--- config.mk ---
export PLATFORM = sky130hd
export DESIGN_NAME = ssi_interlock
export DESIGN_NICKNAME = d
export VERILOG_FILES = /design/src/ssi_pkg.sv /design/src/ssi_sync.sv /design/src/ssi_interlock.sv
export VERILOG_INCLUDE_DIRS = /design/src
export SDC_FILE = /design/constraint.sdc
export NUM_CORES = 1
export LEC_CHECK = 0
export BUFFER_PORTS_ARGS = -buffer_cell sky130_fd_sc_hd__buf_2
export CORE_ASPECT_RATIO = 1.5
export CORE_MARGIN = 10
export CORE_UTILIZATION = 45
export CTS_CLUSTER_DIAMETER = 150
export DETAILED_ROUTE_END_ITERATION = 6
export PLACE_DENSITY = 0.87
export SLEW_MARGIN = 20
export SYNTH_ARGS = -nofsm -noshare
export SYNTH_HDL_FRONTEND = slang
export SYNTH_HIERARCHICAL = 1
export SYNTH_SLANG_ARGS = --single-unit
--- constraint.sdc ---
create_clock -name CLK -period 3.6 [get_ports CLK]
set_input_delay 0.18 -clock CLK [delete_from_list [all_inputs] [get_ports CLK]]
set_output_delay 0.18 -clock CLK [all_outputs]
set_load 0.02 [all_outputs]
--- src/ssi_defs.svh ---
// Register offsets, field positions and reset values for the interlock
`ifndef SSI_DEFS_SVH
`define SSI_DEFS_SVH
// ****************************************
// Register byte addresses
// ****************************************
`define SSI_CTRL_ADDR 4'h0
`define SSI_STAT_ADDR 4'h4
`define SSI_IRQ_ADDR 4'h8
`define SSI_MASK_ADDR 4'hC
// ****************************************
// Control fields
// ****************************************
`define SSI_CTRL_OPER 0
`define SSI_CTRL_LOWEN 1
`define SSI_CTRL_RANGE_LO 2
`define SSI_CTRL_RESET 32'h0000_0000
// ****************************************
// Status fields
// ****************************************
`define SSI_STAT_FAIL 0
`define SSI_STAT_OUTON 1
`define SSI_STAT_HIZ 2
// ****************************************
// Event bits
// ****************************************
`define SSI_EV_REFUSED 0
`define SSI_EV_TRIP 1
`define SSI_EV_ASSERT 2
`define SSI_EV_W 3
`define SSI_MASK_RESET 3'h0
`endif

--- src/ssi_pkg.sv ---
// Types shared by the interlock design
package ssi_pkg;
   // Output voltage range selection
   typedef enum logic [1:0] {
      SSI_RANGE_10V = 2'h0,
      SSI_RANGE_50V = 2'h1,
      SSI_RANGE_500V = 2'h2,
      SSI_RANGE_RSVD = 2'h3
   } ssi_range_t;
endpackage

--- src/ssi_sync.sv ---
// Three-flop synchroniser with agreement filter for the lid switch input
module ssi_sync (
   // Clock and reset
   input wire logic clk,
   input wire logic reset_n,
   // Raw and filtered levels
   input wire logic din,
   output logic dout
);
   typedef struct packed {
      logic s1;
      logic s2;
      logic s3;
      logic q;
   } ssi_sync_t;
   ssi_sync_t r, next_r;
   // ****************************************
   // Sampling chain
   // ****************************************
   // Second and third stage agreement updates the output
   always_comb begin
      next_r = r;
      next_r.s1 = din;
      next_r.s2 = r.s1;
      next_r.s3 = r.s2;
      if (r.s2 == r.s3) begin
         next_r.q = r.s2;
      end
   end
   // Reset shows the switch open, which is the safe side
   always_ff @(posedge clk or negedge reset_n) begin
      if (!reset_n) begin
         r <= 4'hF;
      end else begin
         r <= next_r;
      end
   end
   assign dout = r.q;
endmodule

--- src/ssi_interlock.sv ---
// Voltage source safety interlock with Avalon-MM register slave
//
// Implementation choices: the placing of the registers and the Avalon-MM register port.
`include "ssi_defs.svh"
module ssi_interlock import ssi_pkg::*; (
   // Clock and reset
   input wire logic CLK,
   input wire logic RESET_N,
   // Lid switch: high when contacts open or floating
   input wire logic LOCK_OPEN,
   // Avalon-MM slave
   input wire logic [3:0] AVS_ADDRESS,
   input wire logic AVS_READ,
   input wire logic AVS_WRITE,
   input wire logic [31:0] AVS_WRITEDATA,
   output logic [31:0] AVS_READDATA,
   output logic AVS_WAITREQUEST,
   // Source control
   output logic SRC_OPERATE,
   output logic SRC_HIZ,
   output logic [1:0] SRC_RANGE,
   // Interrupt
   output logic IRQ
);
   typedef struct packed {
      logic oper;
      logic low_en;
      ssi_range_t range;
      logic [`SSI_EV_W-1:0] irq_stat;
      logic [`SSI_EV_W-1:0] irq_mask;
      logic [31:0] rdata;
      logic ack;
      logic lock_d;
   } ssi_state_t;
   ssi_state_t r, next_r;
   logic lock;
   logic gated;
   logic blocked;
   logic [31:0] status_word;
   logic [`SSI_EV_W-1:0] ev;
   logic req;
   // ****************************************
   // Input synchronisation
   // ****************************************
   // Lid level into the clock domain
   ssi_sync u_sync (
      .clk(CLK),
      .reset_n(RESET_N),
      .din(LOCK_OPEN),
      .dout(lock)
   );
   // ****************************************
   // Gating decision
   // ****************************************
   // Range-dependent gating and refusal
   always_comb begin
      gated = (r.range != SSI_RANGE_10V) || r.low_en;
      blocked = lock && gated;
   end
   // Status word, fail bit independent of range
   always_comb begin
      status_word = 32'h0000_0000;
      status_word[`SSI_STAT_FAIL] = lock;
      status_word[`SSI_STAT_OUTON] = r.oper;
      status_word[`SSI_STAT_HIZ] = ~r.oper;
   end
   // ****************************************
   // Register and control logic
   // ****************************************
   assign req = (AVS_READ || AVS_WRITE) && !r.ack;
   always_comb begin
      next_r = r;
      ev = '0;
      next_r.ack = req;
      next_r.lock_d = lock;
      if (lock && !r.lock_d) begin
         ev[`SSI_EV_ASSERT] = 1'b1;
      end
      if (req && AVS_WRITE) begin
         unique case (AVS_ADDRESS)
            `SSI_CTRL_ADDR: begin
               next_r.low_en = AVS_WRITEDATA[`SSI_CTRL_LOWEN];
               if (AVS_WRITEDATA[`SSI_CTRL_RANGE_LO+1 -: 2] != 2'h3) begin
                  next_r.range = ssi_range_t'(AVS_WRITEDATA[`SSI_CTRL_RANGE_LO+1 -: 2]);
               end
               next_r.oper = AVS_WRITEDATA[`SSI_CTRL_OPER];
            end
            `SSI_IRQ_ADDR: begin
               next_r.irq_stat = r.irq_stat & ~AVS_WRITEDATA[`SSI_EV_W-1:0];
            end
            `SSI_MASK_ADDR: begin
               next_r.irq_mask = AVS_WRITEDATA[`SSI_EV_W-1:0];
            end
            default: begin
            end
         endcase
      end
      // Operate request refused while the new setting would be gated
      if (next_r.oper && lock && ((next_r.range != SSI_RANGE_10V) || next_r.low_en)) begin
         if (!r.oper) begin
            ev[`SSI_EV_REFUSED] = 1'b1;
         end else begin
            ev[`SSI_EV_TRIP] = 1'b1;
         end
         next_r.oper = 1'b0;
      end
      // A running source on a gated range drops out even when a write lands
      if (r.oper && lock && gated) begin
         ev[`SSI_EV_TRIP] = 1'b1;
         next_r.oper = 1'b0;
      end
      // Events win over a clear in the same cycle
      next_r.irq_stat = next_r.irq_stat | ev;
      if (req && AVS_READ) begin
         unique case (AVS_ADDRESS)
            `SSI_CTRL_ADDR: begin
               next_r.rdata = {28'h000_0000, r.range, r.low_en, r.oper};
            end
            `SSI_STAT_ADDR: begin
               next_r.rdata = status_word;
            end
            `SSI_IRQ_ADDR: begin
               next_r.rdata = {29'h0000_0000, r.irq_stat};
            end
            `SSI_MASK_ADDR: begin
               next_r.rdata = {29'h0000_0000, r.irq_mask};
            end
            default: begin
               next_r.rdata = 32'h0000_0000;
            end
         endcase
      end
   end
   // State register
   always_ff @(posedge CLK or negedge RESET_N) begin
      if (!RESET_N) begin
         r.oper <= 1'b0;
         r.low_en <= 1'b0;
         r.range <= SSI_RANGE_10V;
         r.irq_stat <= '0;
         r.irq_mask <= `SSI_MASK_RESET;
         r.rdata <= 32'h0000_0000;
         r.ack <= 1'b0;
         r.lock_d <= 1'b1;
      end else begin
         r <= next_r;
      end
   end
   // ****************************************
   // Outputs
   // ****************************************
   assign AVS_WAITREQUEST = (AVS_READ || AVS_WRITE) && !r.ack;
   assign AVS_READDATA = r.rdata;
   assign SRC_OPERATE = r.oper;
   assign SRC_HIZ = ~r.oper;
   assign SRC_RANGE = r.range;
   assign IRQ = |(r.irq_stat & r.irq_mask);
endmodule

==> flow_metrics.py <==
metrics = {
    "detailed_routing": {
        "drc_violation_count_after_routing": 0,
        "detailed_route_wire_length_per_cell_um": 15.5,
        "detailroute.via_count": 845,
        "drt-initial-drc-count": 32,
        "avgViaCountPerCell": 4.91,
        "route.antenna.remaining_nets": 0,
        "dr.pass1.iters": 4,
        "totalWireLength_um": 2660,
    },
    "global_route": {
        "grt_start_max_net_pins": 21,
        "antenna_found_initial": 0,
        "wire_length_of_the_first_global_routing_pass_um": 4420,
        "overflow": 0,
        "number_of_global_route_vias_before_repair": 914,
        "grt_usage_pct": 10.1,
    },
    "timing": {
        "worst_clock_skew_ps": 1.17,
        "rsz0062_at_grt": "no",
        "finalSetupTns_ps": 0,
        "final_min_period_over_clock_period_pct": 46.4,
        "timing.final.crit_period_ps": 1670,
        "worst_hold_slack_ps": 11.7,
        "transition_time_at_the_pin_with_the_least_slew_margin_ps": 549,
        "timing.slew.headroom_pct": 63.3,
        "drv_slew": 0,
        "highest_achievable_clock_rate_mhz": 598,
        "timing_hold_violations_final": 0,
        "setup-violations-final": 0,
    },
    "synthesis": {
        "postSynthCellCount": 118,
        "synth_enable_flop_cells": 0,
        "synth-main-ff-cell": "sky130_fd_sc_hd__dfrtp_1",
        "syn_area_per_cell_um2": 10.4,
        "post_synth_num_cell_types": 35,
        "synthDominantAreaCellType": "sky130_fd_sc_hd__dfrtp_1",
        "synth_top_cell_area_share_pct": 30.5,
        "synthesis.yosys.warnings": 6,
        "ys_seq_elements": 20,
        "synth-seq-area-share_pct": 41.2,
        "top_area_cells_in_the_synthesized_netlist": "sky130_fd_sc_hd__dfrtp_1 (31%), sky130_fd_sc_hd__buf_4 (21%), sky130_fd_sc_hd__dfstp_2 (11%), sky130_fd_sc_hd__mux4_2 (5.5%), sky130_fd_sc_hd__mux2_1 (3.7%)",
        "synth.cell_area_um2": 1230,
        "ys_async_rst_share_pct": 100,
    },
    "floorplanning": {
        "design.die.area_um2": 5260,
        "core-area_um2": 2650,
        "floorplan.die.height_um": 84.0,
        "initial_core_util_pct": 46.4,
        "io_pins": 79,
        "rows": 23,
        "floorplan.die.width_um": 62.7,
    },
    "power": {
        "p_sw_mw": 0.213,
        "switching_share_of_power_pct": 31.1,
        "pwrdens_nw_per_um2": 529,
        "total_leakage_power_nw": 0.607,
        "ir_worst_vdd_v": 0.000299,
        "p_int_mw": 0.470,
        "logic_pwr_share_pct": 24.0,
        "power_frac_clock_pct": 32.8,
        "fin_total_pwr_mw": 0.683,
        "power.share.sequential_pct": 43.2,
    },
    "cts": {
        "cts_max_level": 1,
        "clock_sinks": 20,
        "clk_pin_slew_ps": 70,
        "ctsHoldBuffers": 1,
        "cts_made_buffers": 3,
        "clk-insertion-delay-late_ps": 260,
        "cts-root-buf": "sky130_fd_sc_hd__clkbuf_8",
        "post_cts.resized_instances": 0,
        "post_cts_setup_buffer_count": 0,
        "max_root_sink_buffers": 2,
        "cts_tree": "done",
    },
    "cells_and_area": {
        "fin_util_pct": 48.8,
        "insertedDiodeCount": 0,
        "post-route-cell-area_um2": 1290,
        "post_route_cells_drive_above_1_share_pct": 29.6,
        "layout.filler_cells": 265,
        "final_nets": 177,
        "area_delta_synth_final_pct": 5.19,
    },
    "critical_path": {
        "critical-path-top-delay-family": "simple AND/OR/NAND/NOR gates",
        "worst_ep_required_time_ps": 3790,
        "critical_path_buf_inv_count": 0,
        "timing.setup.critical_path_class": "flop to flop",
        "start_kind": "flop",
        "crit_arrival_ps": 1860,
        "crit_path_max_fanout": 9,
        "worst_path_max_delay_cell": "sky130_fd_sc_hd__nor2b_1",
        "setup.worst_path.end_class": "flop",
        "worst-path-stages": 4,
        "slowest_delay_ps": 450,
        "crit_chain": "nor2b_1 > nand2_1 > or3_1 > o21ai_1",
        "worst_r2r_path_depth": 4,
    },
    "placed_design": {
        "dp_hpwl_um": 2210,
        "routabilityCongestion": 0.780,
        "postPlaceCellArea_um2": 1210,
        "port-buffer-count": 22,
    },
    "flow_run": {
        "max_cap_viol_count": 0,
    },
    "status": {
        "outcome": "complete, no violations",
    },
    "min_path": {
        "whs_path_depth": 1,
        "holdCritPathClass": "input pin to flop",
    },
}
==> final timing paths <==
path                                                  from                         end  slack, ps
worst max-delay path                        r[1]$_DFF_PN0_             r[37]$_DFF_PN0_       1930
worst min-delay path                             LOCK_OPEN  u_sync/next_r[2]$_DFF_PN1_         10
worst max register to register              r[1]$_DFF_PN0_             r[37]$_DFF_PN0_       1930
worst min register to register  u_sync/next_r[2]$_DFF_PN1_  u_sync/next_r[1]$_DFF_PN1_        360
max in group asynchronous                          RESET_N       u_sync/r[1]$_DFF_PN1_       2870
min in group asynchronous                          RESET_N           r[35]$_DFFE_PN0P_        390
==> cells in the final DEF, fill, tap and decap left out, drive strengths merged, types with 2 or more instances in the layout <==
| cell | n |
|---|---|
| dfstp | 5 |
| nand2 | 8 |
| dfrtp | 15 |
| buf | 22 |
| nor2 | 5 |
| nor3 | 5 |
| a22o | 2 |
| a21oi | 2 |
| nand2b | 2 |
| nor4 | 2 |
| mux4 | 3 |
| clkbuf | 3 |
| nand4 | 4 |
| inv | 4 |
| o21ai | 6 |
| conb | 28 |
| mux2 | 4 |
==> area by class of cell <==
class,instances,area (um^2),share of cell area [%]
multi-input cells,84,533,41.2
flip-flops and latches,20,507,39.2
repair buffers,23,120,9.29
well taps,37,46.3,3.58
clock buffers,3,41.3,3.19
clock inverters,1,30.0,2.32
inverters,4,15.0,1.16
==> flip-flops by register name (all words and copies together) (netlist names) <==
| register | flops |
|---|---|
| u_sync/next_r | 2 |
| u_sync/dout | 1 |
| u_sync/r | 1 |
| r | 9 |
| SRC_RANGE | 2 |
| SRC_OPERATE | 1 |
| AVS_READDATA | 4 |
==> per-layer routing <==
layer | wire length (um) | global-route usage, %
met5 | 0 | 0
met4 | 68 | 4.29
met3 | 289 | 4.17
met2 | 1380 | 18.8
met1 | 921 | 9.40
==> cells in the mapped netlist, types with 2 or more instances <==
master and number:
sky130_fd_sc_hd__dfrtp_1 15, sky130_fd_sc_hd__inv_1 4, sky130_fd_sc_hd__nand2_1 8, sky130_fd_sc_hd__nand4_1 4, sky130_fd_sc_hd__o21ai_1 3, sky130_fd_sc_hd__nor2_1 5, sky130_fd_sc_hd__buf_4 34, sky130_fd_sc_hd__dfstp_2 5
sky130_fd_sc_hd__nor3_1 4, sky130_fd_sc_hd__a21oi_1 2, sky130_fd_sc_hd__o21ai_0 3, sky130_fd_sc_hd__mux2_1 4, sky130_fd_sc_hd__mux4_2 3, sky130_fd_sc_hd__a22o_1 2, sky130_fd_sc_hd__nand2b_1 2
==> cells by family after synthesis <==
group,count (synthesis),synth area share (%)
compound gates,17,9.47
fa+ha+maj,1,0.916
buf+inv,41,23.6
flops,20,41.2
mux,7,9.16
other cells,1,0.305
simple gates,31,15.3
==> power by group through the flow <==
stage,Combinational [mW],Sequential (mW),Clock [mW]
6_report,0.164,0.295,0.224
5_1_grt,0.180,0.299,0.235
4_1_cts,0.164,0.294,0.228
3_5_place_dp,0.163,0.298,0
3_3_place_gp,0.158,0.294,0
2_1_floorplan,0.155,0.287,0
==> metrics by stage <==
stage	setup slack (ps)	cells
floorplan	2160	145
global placement	2010	167
detailed placement	1980	167
CTS	1950	172
global route	1850	172
finish	1930	172
(Power assumes the default switching activity.)
